$ cat config.mk
export PLATFORM = sky130hd
export DESIGN_NAME = ilod_decoder
export DESIGN_NICKNAME = d
export VERILOG_FILES = /design/src/ilod_addr_calc.v /design/src/ilod_decoder.v
export VERILOG_INCLUDE_DIRS = /design/src
export SDC_FILE = /design/constraint.sdc
export NUM_CORES = 1
export LEC_CHECK = 0
export BUFFER_PORTS_ARGS = -buffer_cell sky130_fd_sc_hd__buf_2
export CORE_MARGIN = 2
export CORE_UTILIZATION = 55
export DETAILED_ROUTE_END_ITERATION = 10
export PLACE_DENSITY = 0.91
export SLEW_MARGIN = 20
export SYNTH_ARGS = -nofsm -noshare
export SYNTH_HDL_FRONTEND = slang
export SYNTH_SLANG_ARGS = --single-unit
$ cat constraint.sdc
create_clock -name clock -period 3.6 [get_ports clock]
set_clock_uncertainty 0.05 [all_clocks]
set_input_delay 0.36 -clock clock [delete_from_list [all_inputs] [get_ports clock]]
set_output_delay 0.36 -clock clock [all_outputs]
set_load 0.01 [all_outputs]
$ cat src/ilod_map.vh
// Register map, field positions and decode constants of the indexed literal offset decoder.
`ifndef ILOD_MAP_VH
`define ILOD_MAP_VH

`define ILOD_OFS_CTRL       8'h00
`define ILOD_OFS_BANK       8'h04
`define ILOD_OFS_PTR0       8'h08
`define ILOD_OFS_PTR1       8'h0C
`define ILOD_OFS_PTR2       8'h10
`define ILOD_OFS_STATUS     8'h14
`define ILOD_PTR_STRIDE     4

`define ILOD_CTRL_EXT_BIT   0
`define ILOD_STAT_BUSY_BIT  0
`define ILOD_STAT_IDX_BIT   1
`define ILOD_STAT_ILL_BIT   2
`define ILOD_STAT_ADDR_LSB  16
`define ILOD_STAT_ADDR_MSB  27

`define ILOD_PTR_RST        12'h000
`define ILOD_BANK_RST       4'h0
`define ILOD_CTRL_RST       1'b0

`define ILOD_OPC_HI         8'hE9
`define ILOD_OPC_MSB        15
`define ILOD_OPC_LSB        8
`define ILOD_SEL_MSB        7
`define ILOD_SEL_LSB        6
`define ILOD_LIT_MSB        5
`define ILOD_LIT_LSB        0
`define ILOD_SEL_RETURN     2'b11
`define ILOD_FP_INDEX       2
`define ILOD_ACC_BIT        8
`define ILOD_DEST_BIT       9
`define ILOD_FILE_MSB       7
`define ILOD_FILE_LSB       0

`define ILOD_IDX_LIMIT      8'h5F
`define ILOD_ACC_SPLIT      8'h60
`define ILOD_ACC_HIGH_BANK  4'hF
`define ILOD_LOW_BANK       4'h0

`endif

$ cat src/ilod_addr_calc.v
// Data address former for byte and bit oriented operands.
`timescale 1ns/100ps
`include "ilod_map.vh"

module ilod_addr_calc #(
	parameter AW = 12
) (
	input  wire          ext_en,
	input  wire          access_sel,
	input  wire [7:0]    file_field,
	input  wire [3:0]    bank_select_register,
	input  wire [AW-1:0] frame_pointer,
	output reg  [AW-1:0] eff_addr,
	output reg           indexed
);

	always @* begin
		indexed  = 1'b0;
		eff_addr = {AW{1'b0}};
		if (access_sel) begin
			eff_addr = {bank_select_register, file_field}; // RQ5
		end else if (ext_en && (file_field <= `ILOD_IDX_LIMIT)) begin
			// A zero frame pointer yields the plain access bank address.
			indexed  = 1'b1; // RQ6
			eff_addr = frame_pointer + {{(AW-8){1'b0}}, file_field}; // RQ6 RQ8
		end else if (file_field < `ILOD_ACC_SPLIT) begin
			eff_addr = {`ILOD_LOW_BANK, file_field}; // RQ5
		end else begin
			eff_addr = {`ILOD_ACC_HIGH_BANK, file_field}; // RQ5
		end
	end

endmodule // ilod_addr_calc

$ cat src/ilod_decoder.v
// Extended operand decoder: pointer subtract, subtract-and-return and indexed addressing.
//
// Overview of operation
// RQ1 - Subtract-return: frame pointer minus literal, PC from stack.
// RQ2 - One word, two cycles, NOP second, flags kept.
// RQ3 - Pointer subtract by field; field 11 means return.
// RQ4 - Extended enable also turns on indexed addressing.
// RQ5 - Disabled: access bit picks access bank or bank.
// RQ6 - Enabled, access 0, operand up to 5Fh offsets.
// RQ7 - Remap applies to all byte and bit operations.
// RQ8 - Frame pointer zero gives original access addresses.
// RQ9 - Indexed operand read and written at same address.
//
// Decided for this implementation: register access over APB and the register addresses.
`timescale 1ns/100ps
`include "ilod_map.vh"

module ilod_decoder #(
	parameter AW = 12,
	parameter NP = 3
) (
	input  wire          clock,
	input  wire          rst_n,
	input  wire          psel,
	input  wire          penable,
	input  wire          pwrite,
	input  wire [7:0]    paddr,
	input  wire [31:0]   pwdata,
	output reg  [31:0]   prdata,
	output wire          pready,
	output reg           pslverr,
	input  wire          instr_valid,
	input  wire [15:0]   instr_word,
	input  wire          instr_has_access,
	output wire          instr_ready,
	input  wire [AW-1:0] return_stack_top,
	output reg           pc_load,
	output reg  [AW-1:0] pc_value,
	output reg           data_addr_valid,
	output reg  [AW-1:0] data_addr,
	output reg           data_dest_file,
	output reg           data_indexed,
	output reg           flags_hold,
	output reg           ext_op_ignored,
	output wire [AW-1:0] frame_pointer
);

	reg  [AW-1:0] ptr_ff [0:NP-1];
	reg           ext_en_ff;
	reg  [3:0]    bank_ff;
	reg           busy_ff;
	reg           pc_load_ff;
	reg  [AW-1:0] pc_value_ff;
	reg           addr_valid_ff;
	reg  [AW-1:0] data_addr_ff;
	reg           dest_file_ff;
	reg           indexed_ff;
	reg           flags_hold_ff;
	reg           ignored_ff;
	reg           ill_seen_ff;
	reg  [31:0]   prdata_ff;
	reg           pslverr_ff;

	reg  [31:0]   nxt_prdata;
	reg           nxt_pslverr;
	reg           addr_hit;

	wire          apb_setup;
	wire          apb_write;
	wire          take;
	wire          is_sub_opc;
	wire          sub_exec;
	wire          sub_return;
	wire [1:0]    sel_field;
	wire [5:0]    lit_field;
	wire [AW-1:0] calc_addr;
	wire          calc_indexed;

	assign apb_setup   = psel && !penable;
	assign apb_write   = psel && penable && pwrite;
	assign pready      = 1'b1;
	assign instr_ready = !busy_ff; // RQ2

	assign take       = instr_valid && !busy_ff;
	assign is_sub_opc = (instr_word[`ILOD_OPC_MSB:`ILOD_OPC_LSB] == `ILOD_OPC_HI);
	assign sel_field  = instr_word[`ILOD_SEL_MSB:`ILOD_SEL_LSB];
	assign lit_field  = instr_word[`ILOD_LIT_MSB:`ILOD_LIT_LSB];
	// The extended opcodes only exist while the extended set is on.
	assign sub_exec   = take && is_sub_opc && ext_en_ff; // RQ3 RQ4
	assign sub_return = sub_exec && (sel_field == `ILOD_SEL_RETURN); // RQ3

	assign frame_pointer = ptr_ff[`ILOD_FP_INDEX];

	always @(posedge clock or negedge rst_n) begin
		if (!rst_n) begin
			ext_en_ff <= `ILOD_CTRL_RST;
			bank_ff   <= `ILOD_BANK_RST;
		end else if (apb_write) begin
			if (paddr == `ILOD_OFS_CTRL) begin
				ext_en_ff <= pwdata[`ILOD_CTRL_EXT_BIT];
			end
			if (paddr == `ILOD_OFS_BANK) begin
				bank_ff <= pwdata[3:0];
			end
		end
	end

	// Instruction execution wins over a software write to the same pointer in
	// one cycle, so that a stack adjustment in flight is never lost.
	genvar g;
	generate
		for (g = 0; g < NP; g = g + 1) begin : g_ptr
			wire        sel_me;
			wire        sw_me;
			wire [31:0] idx;
			wire [31:0] ofs;
			assign idx    = g;
			assign ofs    = `ILOD_OFS_PTR0 + (g * `ILOD_PTR_STRIDE);
			assign sel_me = sub_exec && ((sel_field == idx[1:0]) ||
				((g == `ILOD_FP_INDEX) && (sel_field == `ILOD_SEL_RETURN))); // RQ1 RQ3
			assign sw_me  = apb_write && (paddr == ofs[7:0]);
			always @(posedge clock or negedge rst_n) begin
				if (!rst_n) begin
					ptr_ff[g] <= `ILOD_PTR_RST;
				end else if (sel_me) begin
					ptr_ff[g] <= ptr_ff[g] - {{(AW-6){1'b0}}, lit_field}; // RQ1 RQ3
				end else if (sw_me) begin
					ptr_ff[g] <= pwdata[AW-1:0];
				end
			end
		end
	endgenerate

	ilod_addr_calc #(
		.AW(AW)
	) u_addr_calc (
		.ext_en               (ext_en_ff),
		.access_sel           (instr_word[`ILOD_ACC_BIT]),
		.file_field           (instr_word[`ILOD_FILE_MSB:`ILOD_FILE_LSB]),
		.bank_select_register (bank_ff),
		.frame_pointer        (ptr_ff[`ILOD_FP_INDEX]),
		.eff_addr             (calc_addr),
		.indexed              (calc_indexed)
	);

	always @(posedge clock or negedge rst_n) begin
		if (!rst_n) begin
			busy_ff     <= 1'b0;
			pc_load_ff  <= 1'b0;
			pc_value_ff <= {AW{1'b0}};
		end else begin
			// The second cycle of subtract-and-return does nothing but stall.
			busy_ff    <= sub_return; // RQ2
			pc_load_ff <= sub_return; // RQ1
			if (sub_return) begin
				pc_value_ff <= return_stack_top; // RQ1
			end
		end
	end

	always @(posedge clock or negedge rst_n) begin
		if (!rst_n) begin
			addr_valid_ff <= 1'b0;
			data_addr_ff  <= {AW{1'b0}};
			dest_file_ff  <= 1'b0;
			indexed_ff    <= 1'b0;
			flags_hold_ff <= 1'b0;
			ignored_ff    <= 1'b0;
		end else begin
			addr_valid_ff <= take && instr_has_access; // RQ7
			flags_hold_ff <= sub_exec; // RQ2
			ignored_ff    <= take && is_sub_opc && !ext_en_ff; // RQ4
			if (take && instr_has_access) begin
				data_addr_ff <= calc_addr; // RQ7 RQ9
				dest_file_ff <= instr_word[`ILOD_DEST_BIT]; // RQ9
				indexed_ff   <= calc_indexed; // RQ6
			end
		end
	end

	// Sticky record of extended opcodes seen while the set was off; the new
	// event wins over a clearing write in the same cycle.
	always @(posedge clock or negedge rst_n) begin
		if (!rst_n) begin
			ill_seen_ff <= 1'b0;
		end else if (take && is_sub_opc && !ext_en_ff) begin
			ill_seen_ff <= 1'b1;
		end else if (apb_write && (paddr == `ILOD_OFS_STATUS) &&
			pwdata[`ILOD_STAT_ILL_BIT]) begin
			ill_seen_ff <= 1'b0;
		end
	end

	always @* begin
		nxt_prdata  = 32'h00000000;
		addr_hit    = 1'b1;
		case (paddr)
			`ILOD_OFS_CTRL: begin
				nxt_prdata[`ILOD_CTRL_EXT_BIT] = ext_en_ff;
			end
			`ILOD_OFS_BANK: begin
				nxt_prdata[3:0] = bank_ff;
			end
			`ILOD_OFS_PTR0: begin
				nxt_prdata[AW-1:0] = ptr_ff[0];
			end
			`ILOD_OFS_PTR1: begin
				nxt_prdata[AW-1:0] = ptr_ff[1];
			end
			`ILOD_OFS_PTR2: begin
				nxt_prdata[AW-1:0] = ptr_ff[2];
			end
			`ILOD_OFS_STATUS: begin
				nxt_prdata[`ILOD_STAT_BUSY_BIT] = busy_ff;
				nxt_prdata[`ILOD_STAT_IDX_BIT]  = indexed_ff;
				nxt_prdata[`ILOD_STAT_ILL_BIT]  = ill_seen_ff;
				nxt_prdata[`ILOD_STAT_ADDR_MSB:`ILOD_STAT_ADDR_LSB] = data_addr_ff;
			end
			default: begin
				addr_hit = 1'b0;
			end
		endcase
		nxt_pslverr = !addr_hit;
	end

	// Read data is captured in the setup cycle because the slave never waits.
	always @(posedge clock or negedge rst_n) begin
		if (!rst_n) begin
			prdata_ff  <= 32'h00000000;
			pslverr_ff <= 1'b0;
		end else if (apb_setup) begin
			prdata_ff  <= pwrite ? 32'h00000000 : nxt_prdata;
			pslverr_ff <= nxt_pslverr;
		end
	end

	always @* begin
		prdata          = prdata_ff;
		pslverr         = pslverr_ff && psel && penable;
		pc_load         = pc_load_ff;
		pc_value        = pc_value_ff;
		data_addr_valid = addr_valid_ff;
		data_addr       = data_addr_ff;
		data_dest_file  = dest_file_ff;
		data_indexed    = indexed_ff;
		flags_hold      = flags_hold_ff;
		ext_op_ignored  = ignored_ff;
	end

endmodule // ilod_decoder

==> results of run 1 <==
[state kept, by name, summed over array words and instances, names as in the netlist]
name             count
bank_ff              4
data_addr           12
pc_value            12
data_addr_valid      1
ext_op_ignored       1
ext_en_ff            1
data_indexed         1
pslverr_ff           1
prdata              24
ptr_ff              24
flags_hold           1
pc_load              1
data_dest_file       1
ill_seen_ff          1
frame_pointer       12
[power by group]
group | internal, mW | total (mW) | switching (mW)
clock | 0.360 | 0.761 | 0.401
sequential | 1.12 | 1.15 | 0.0299
combinational | 0.103 | 0.274 | 0.172
[cells in the final DEF (no fill, tap or decap), types with 4 or more instances in the layout]
cell / netlist / layout
a222oi_1: 8 / 8
o21bai_1: 6 / 6
ha_1: 26 / 26
o31a_1: 6 / 6
conb_1: 2 / 9
fa_1: 4 / 4
o31ai_1: 5 / 5
o21ai_0: 39 / 39
nand2_1: 44 / 44
nor2b_1: 10 / 10
nor2_1: 42 / 42
a22o_1: 15 / 15
dfrtp_1: 97 / 97
mux2i_1: 18 / 18
o21a_1: 11 / 11
a211oi_1: 10 / 10
a21oi_1: 43 / 43
buf_2: 3 / 121
clkbuf_8: 0 / 11
xnor2_1: 8 / 8
o211ai_1: 6 / 6
inv_1: 23 / 23
nand2b_1: 4 / 4
nand3_1: 14 / 14
buf_4: 21 / 7
nor3_1: 19 / 18
and3_1: 12 / 12
mux2_2: 22 / 22
xor2_1: 8 / 8
or3_1: 7 / 7
[logic make-up after synthesis]
family | share of synthesized area [%]
fa+ha+maj | 6.76
simple gates | 16.8
other cells | 0.125
xor+xnor | 2.34
compound gates | 20.2
mux | 7.51
flops | 40.5
buf+inv | 5.90
[worst paths after layout]
check	slack (ps)	endpoint	from	cells after the start
hold / removal	150	pc_value[11]$_DFFE_PN0P_	return_stack_top[11]	2
setup / recovery	1040	frame_pointer[8]$_DFFE_PN0P_	frame_pointer[0]$_DFFE_PN0P_	9
hold reg to reg	440	data_dest_file$_DFFE_PN0P_	data_dest_file$_DFFE_PN0P_	2
max in group asynchronous	2370	ptr_ff[27]$_DFFE_PN0P_	rst_n	3
min in group asynchronous	350	prdata[2]$_DFFE_PN0P_	rst_n	2
setup reg to reg	1040	frame_pointer[8]$_DFFE_PN0P_	frame_pointer[0]$_DFFE_PN0P_	9
[final cells by class]
cell class / count / share of cell area, %
clock buffer: 12 / 2.28
clock inverter: 4 / 0.753
inverter: 24 / 1.34
multi-input combinational: 459 / 47.7
sequential: 97 / 35.6
tap: 140 / 2.57
timing repair buffer: 129 / 9.80
[metal layers]
layer  vias to the layer above  global-route usage, %
li1                       2460                      -
met1                      2615                   34.0
met2                       310                   48.1
met3                        62                   5.06
met4                         0                   13.7
met5                         -                      0
[per-stage QoR]
stage / hold slack [ps] / power (mW)
after floorplan: 14.4 / 1.32
after global placement: 222 / 1.42
after detailed placement: 230 / 1.44
after CTS: 150 / 2.17
after global routing: 148 / 2.26
final: 150 / 2.18
[critical path: stages (launching register included)]
cell and delay (ps):
dfrtp_1 440, inv_1 70, ha_1 210, fa_1 410, nor2b_1 160, o21ai_0 120
a21oi_1 400, nor2_1 110, or3_1 340, o211a_1 150
[what timing repair did]
item / 4_1_cts / 5_1_grt
endpoints found under the setup margin: 0 / 0
endpoints found under the hold margin: 23 / 0
hold buffers: 1 / 0
gates resized for setup: 0 / 0
==> results.md, run 1 <==
- Status: completed
- TritonCTS clock tree: done
- Storage cell area: 2430 µm²
- Post-DRT Antenna Nets: 0
- Global route total overflow: 0
- Met2 wire length: 7950 µm
- Synth cell types: 73
- Ys flop type: dfrtp_1
- Max transition margin: 44.6%
- Vias per cell: 6.30
- Met1 WL: 6330 µm
- RSZ-0062 raised after global routing: false
- Placed Instance Area: 6600 µm²
- Die area: 11800 µm²
- Core Area: 10700 µm²
- Port bufs: 122
- Share of post-route cells with drive strength above 1: 25.2%
- CP Data Required Time: 3830 ps
- Count of final hold-check violations: 0
- Die H: 108 µm
- Pwr Density: 320 nW/µm²
- DR WL met3: 1370 µm
- Crit. End Element: flop
- HPWL after detailed placement: 12100 µm
- Worst slew pin tran: 831 ps
- Placed cells: 848
- CP Launch Type: flop
- Max cap viols: 0
- Sequential share of the synthesized area: 40.5%
- Largest net degree at the start of global routing: 39
- Skew-Pair Late Insertion Delay: 390 ps
- Fmax: 390 MHz
- Root buffer cell: clkbuf_8
- Antenna diodes: 0
- Worst Path Arrival: 2790 ps
- Nets@finish: 825
- Fill cells: 821
- CP max FO: 5
- Initial drt markers: 716
- Setup TNS: 0 ps
- Worst min-delay path class: input pin to flop
- Final Setup Violations: 0
- Yosys warning total: 0
- Area contributors post-synth: dfrtp_1 (40%), ha_1 (5.4%), mux2_2 (4.1%)
- Static leakage: 3.46 nW
- Yosys top cell area share: 40.5%
- Io pins: 152
- Starting Density: 55.8%
- DRC: 0
- Post-Route WL: 16200 µm
- Most frequent cells after synthesis: dfrtp_1 (97), nand2_1 (44), a21oi_1 (43), nor2_1 (42), o21ai_0 (39)
- Chip width: 108 µm
- Clk buf depth: 2
- Highest metal used: met4
- Max VDD drop: 174 µV
- Mapped Cells: 621
- Routability cong.: 0.908
- Top-count cell post-synth: dfrtp_1
- Final cell count without fillers: 865
- Kind of critical path: flop to flop
- TritonCTS Buffers: 9
- Post-CTS setup buffer count: 0
- Final Cycle Share: 71.1%
- Clock Sink Count: 97
- Final slew viol count: 0
- Largest area contributor in the synthesized netlist: dfrtp_1
- Ys async rst share: 100%
- Drt wl/cell: 18.7 µm
- Post-synth EDFFs: 0
- Post-Syn Area: 6000 µm²
- Area occupied by multi-input gates: 3250 µm²
- Drt first pass iters: 6
- Synthesized flop and latch total: 97
- # rows: 38
- Htree depth: 3
- Finished Cell Area: 6820 µm²
- Reg clk slew, reported paths: 90 ps
- Total track usage: 28.1%
- First-pass GRT wire length: 25600 µm
- Crit path time final: 2560 ps
- Final worst slack: 1040 ps
- Vias in the first global route: 5159
- Layout area overhead: 13.6%
- DP Worst Slack: 949 ps
- Syn avg cell area: 9.66 µm²
- Antenna violations before repair: 0
- Final Core Density: 63.4%
- Via count: 5447
Power figures use the tool's default switching activity.
==> inputs of run 2 (changes only) <==
--- a/config.mk
+++ b/config.mk
@@ -8,9 +8,9 @@
 export LEC_CHECK = 0
 export BUFFER_PORTS_ARGS = -buffer_cell sky130_fd_sc_hd__buf_2
 export CORE_MARGIN = 2
-export CORE_UTILIZATION = 55
+export CORE_UTILIZATION = 49
 export DETAILED_ROUTE_END_ITERATION = 10
-export PLACE_DENSITY = 0.91
+export PLACE_DENSITY = 0.87
 export SLEW_MARGIN = 20
 export SYNTH_ARGS = -nofsm -noshare
 export SYNTH_HDL_FRONTEND = slang
==> constraint.sdc (replaced) <==
create_clock -name clock -period 2.1 [get_ports clock]
set_clock_uncertainty 0.05 [all_clocks]
set_input_delay 0.21 -clock clock [delete_from_list [all_inputs] [get_ports clock]]
set_output_delay 0.21 -clock clock [all_outputs]
set_load 0.01 [all_outputs]
==> run 2 against run 1 <==
  * The flow now finishes with violations (negative setup slack)
  * Register-to-register slack worse by 1300 ps
  * Core utilization is 3.6 points higher
  * First-iteration DRC count increased by 5.4%
  * Combinational power is 120% higher
  * Flip-flop and latch count stayed put
  * Sequential share of layout area is 5.3 points lower
  * Worst setup slack worse by 1300 ps
  * Largest power group unchanged
==> results.md, run 2 (synthesized netlist as in run 1, its figures left out) <==
- Worst slew pin tran: 530 ps (was 831 ps)
- Placed cells: 936 (was 848)
- Final Core Density: 67.0% (was 63.4%)
- Global route total overflow: 0 (unchanged)
- DRC: 0 (unchanged)
- Reg2reg end: frame_pointer[10]$_DFFE_PN0P_ (was frame_pointer[8]$_DFFE_PN0P_)
- Core Area: 12000 µm² (was 10700 µm²)
- HPWL after detailed placement: 13000 µm (was 12100 µm)
- R2r worst-path depth: 11 (was 9)
- Max cap viols: 0 (unchanged)
- Starting Density: 50.1% (was 55.8%)
- Clock share of power: 42.9% (was 34.8%)
- Fmax: 420 MHz (was 390 MHz)
- Final cell count without fillers: 964 (was 865)
- Antenna violations before repair: 0 (unchanged)
- Clk buf depth: 2 (unchanged)
- Count of final hold-check violations: 0 (unchanged)
- Worst min-delay path class: input pin to flop (unchanged)
- Htree depth: 3 (unchanged)
- Sw Ratio: 25.9% (was 27.6%)
- Largest net degree at the start of global routing: 44 (was 39)
- CP Data Required Time: 2280 ps (was 3830 ps)
- DP Worst Slack: -200 ps (was 949 ps)
- RSZ-0062 raised after global routing: true (was false)
- Hold Path Origin: return_stack_top[6] (was return_stack_top[11])
- TritonCTS clock tree: done (unchanged)
- Worst Path Arrival: 2570 ps (was 2790 ps)
- Power, Total: 4.50 mW (was 2.18 mW)
- Share of total power in combinational logic: 13.4% (was 12.6%)
- Kind of critical path: flop to flop (unchanged)
- Max transition margin: 64.6% (was 44.6%)
- Layout area overhead: 33.7% (was 13.6%)
- Nets@finish: 917 (was 825)
- Port bufs: 122 (unchanged)
- Vias in the first global route: 5910 (was 5159)
- Final Setup Violations: 13 (was 0)
- CP max FO: 3 (was 5)
- Crit path time final: 2380 ps (was 2560 ps)
- Final slew viol count: 0 (unchanged)
- Post-Route WL: 20000 µm (was 16200 µm)
- Static leakage: 4.03 nW (was 3.46 nW)
- First-pass GRT wire length: 29100 µm (was 25600 µm)
- Skew-Pair Late Insertion Delay: 350 ps (was 390 ps)
- Vias per cell: 6.40 (was 6.30)
- Drt wl/cell: 20.8 µm (was 18.7 µm)
- Die H: 115 µm (was 108 µm)
- CP Launch Type: flop (unchanged)
- Pwr Density: 561 nW/µm² (was 320 nW/µm²)
- Hold Path Depth: 2 (unchanged)
- TritonCTS Buffers: 9 (unchanged)
- Post-DRT Antenna Nets: 0 (unchanged)
- Failing checks: negative setup slack
- Max VDD drop: 381 µV (was 174 µV)
- Leading cell type in the layout, fill and taps excluded: buf_2 (unchanged)
- Chip width: 115 µm (was 108 µm)
- # rows: 40 (was 38)
- Antenna diodes: 0 (unchanged)
- Share of post-route cells with drive strength above 1: 39.3% (was 25.2%)
- Clock Sink Count: 97 (unchanged)
- Crit. End Element: flop (unchanged)
- Seq pwr share: 43.7% (was 52.6%)
- Status: finished, violations left (was completed)
- Reg-to-reg slack, setup: -280 ps (was 1040 ps)
- Origin of the critical flop-to-flop path: frame_pointer[0]$_DFFE_PN0P_ (unchanged)
- Hold EP: pc_value[6]$_DFFE_PN0P_ (was pc_value[11]$_DFFE_PN0P_)
- Pint: 3.33 mW (was 1.58 mW)
- Drt first pass iters: 8 (was 6)
- Die area: 13100 µm² (was 11800 µm²)
- Final Cycle Share: 113% (was 71.1%)
- Total track usage: 28.4% (was 28.1%)
- Routability cong.: 0.942 (was 0.908)
- Root buffer cell: clkbuf_16 (was clkbuf_8)
- P_sw: 1.17 mW (was 603 µW)
- Initial drt markers: 755 (was 716)
- Via count: 6165 (was 5447)
- Commonest cells after routing, fill and taps aside: buf_2 (121), dfrtp_1 (97), buf_4 (91), nand2_1 (42) (was buf_2 (121), dfrtp_1 (97), nand2_1 (44), a21oi_1 (43), nor2_1 (42))
- Reg clk slew, reported paths: 70 ps (was 90 ps)
- Io pins: 152 (unchanged)
- Final worst slack: -283 ps (was 1040 ps)
==> run 2: area by class of cell <==
type,instances,area (µm²)
clock inverter,7,118
fill,769,3940
inverter,24,96.3
multi-input combinational,459,3550
clock buffer,9,225
sequential,97,2430
timing repair buffer,221,1420
tap,147,184
==> run 2: through the flow <==
stage	instance area, µm²	hold slack, ps	TNS [ps]
after floorplan	6030	-136	-188
after global placement	7260	159	-969
after detailed placement	7260	161	-1930
after CTS	7760	37.8	-624
after global routing	8020	36.0	-3070
final	8020	39.2	-1310
==> run 2: worst max path at each step <==
stage                                             from                       endpoint  slack (ps)  cells past startpoint
after floorplan                 ptr_ff[24]$_DFFE_PN0P_         ptr_ff[34]$_DFFE_PN0P_         -90                     10
after global placement          ptr_ff[24]$_DFFE_PN0P_         ptr_ff[32]$_DFFE_PN0P_        -150                     10
after detailed placement                 instr_word[1]         ptr_ff[34]$_DFFE_PN0P_        -200                     10
after CTS                       ptr_ff[24]$_DFFE_PN0P_         ptr_ff[34]$_DFFE_PN0P_        -180                     10
after global routing      frame_pointer[0]$_DFFE_PN0P_  frame_pointer[10]$_DFFE_PN0P_        -360                     11
final                     frame_pointer[0]$_DFFE_PN0P_  frame_pointer[10]$_DFFE_PN0P_        -280                     11
==> run 2: timing repair <==
action	in CTS	in global routing
endpoints found under the hold margin	36	0
pin swaps	5	30
buffers inserted	5	8
resized for setup	24	43
hold buffers	1	0
setup endpoints to repair	15	22
==> run 2: layer usage <==
layer  track usage, %  part of all wire (%)
met5                0                     0
met4             16.7                   5.5
met3             5.66                   9.5
met1             32.6                    36
met2             49.2                    49
==> run 2: worst max-delay path: stages (launching register included) <==
cell and delay [ps]:
dfrtp_1 410, inv_1 70, ha_1 220, fa_2 280, nor2b_2 60, o21ai_2 160
a21oi_2 100, buf_4 150, buf_4 130, o41ai_1 250, nor2_1 90, a211o_1 290
==> run 2: power groups by stage <==
stage | clock network, mW | registers, mW | logic (mW)
after floorplan | 0 | 2.01 | 0.250
after global placement | 0 | 2.00 | 0.501
after detailed placement | 0 | 2.00 | 0.520
after CTS | 1.93 | 1.96 | 0.547
after global routing | 2.00 | 1.97 | 0.650
final | 1.93 | 1.97 | 0.604
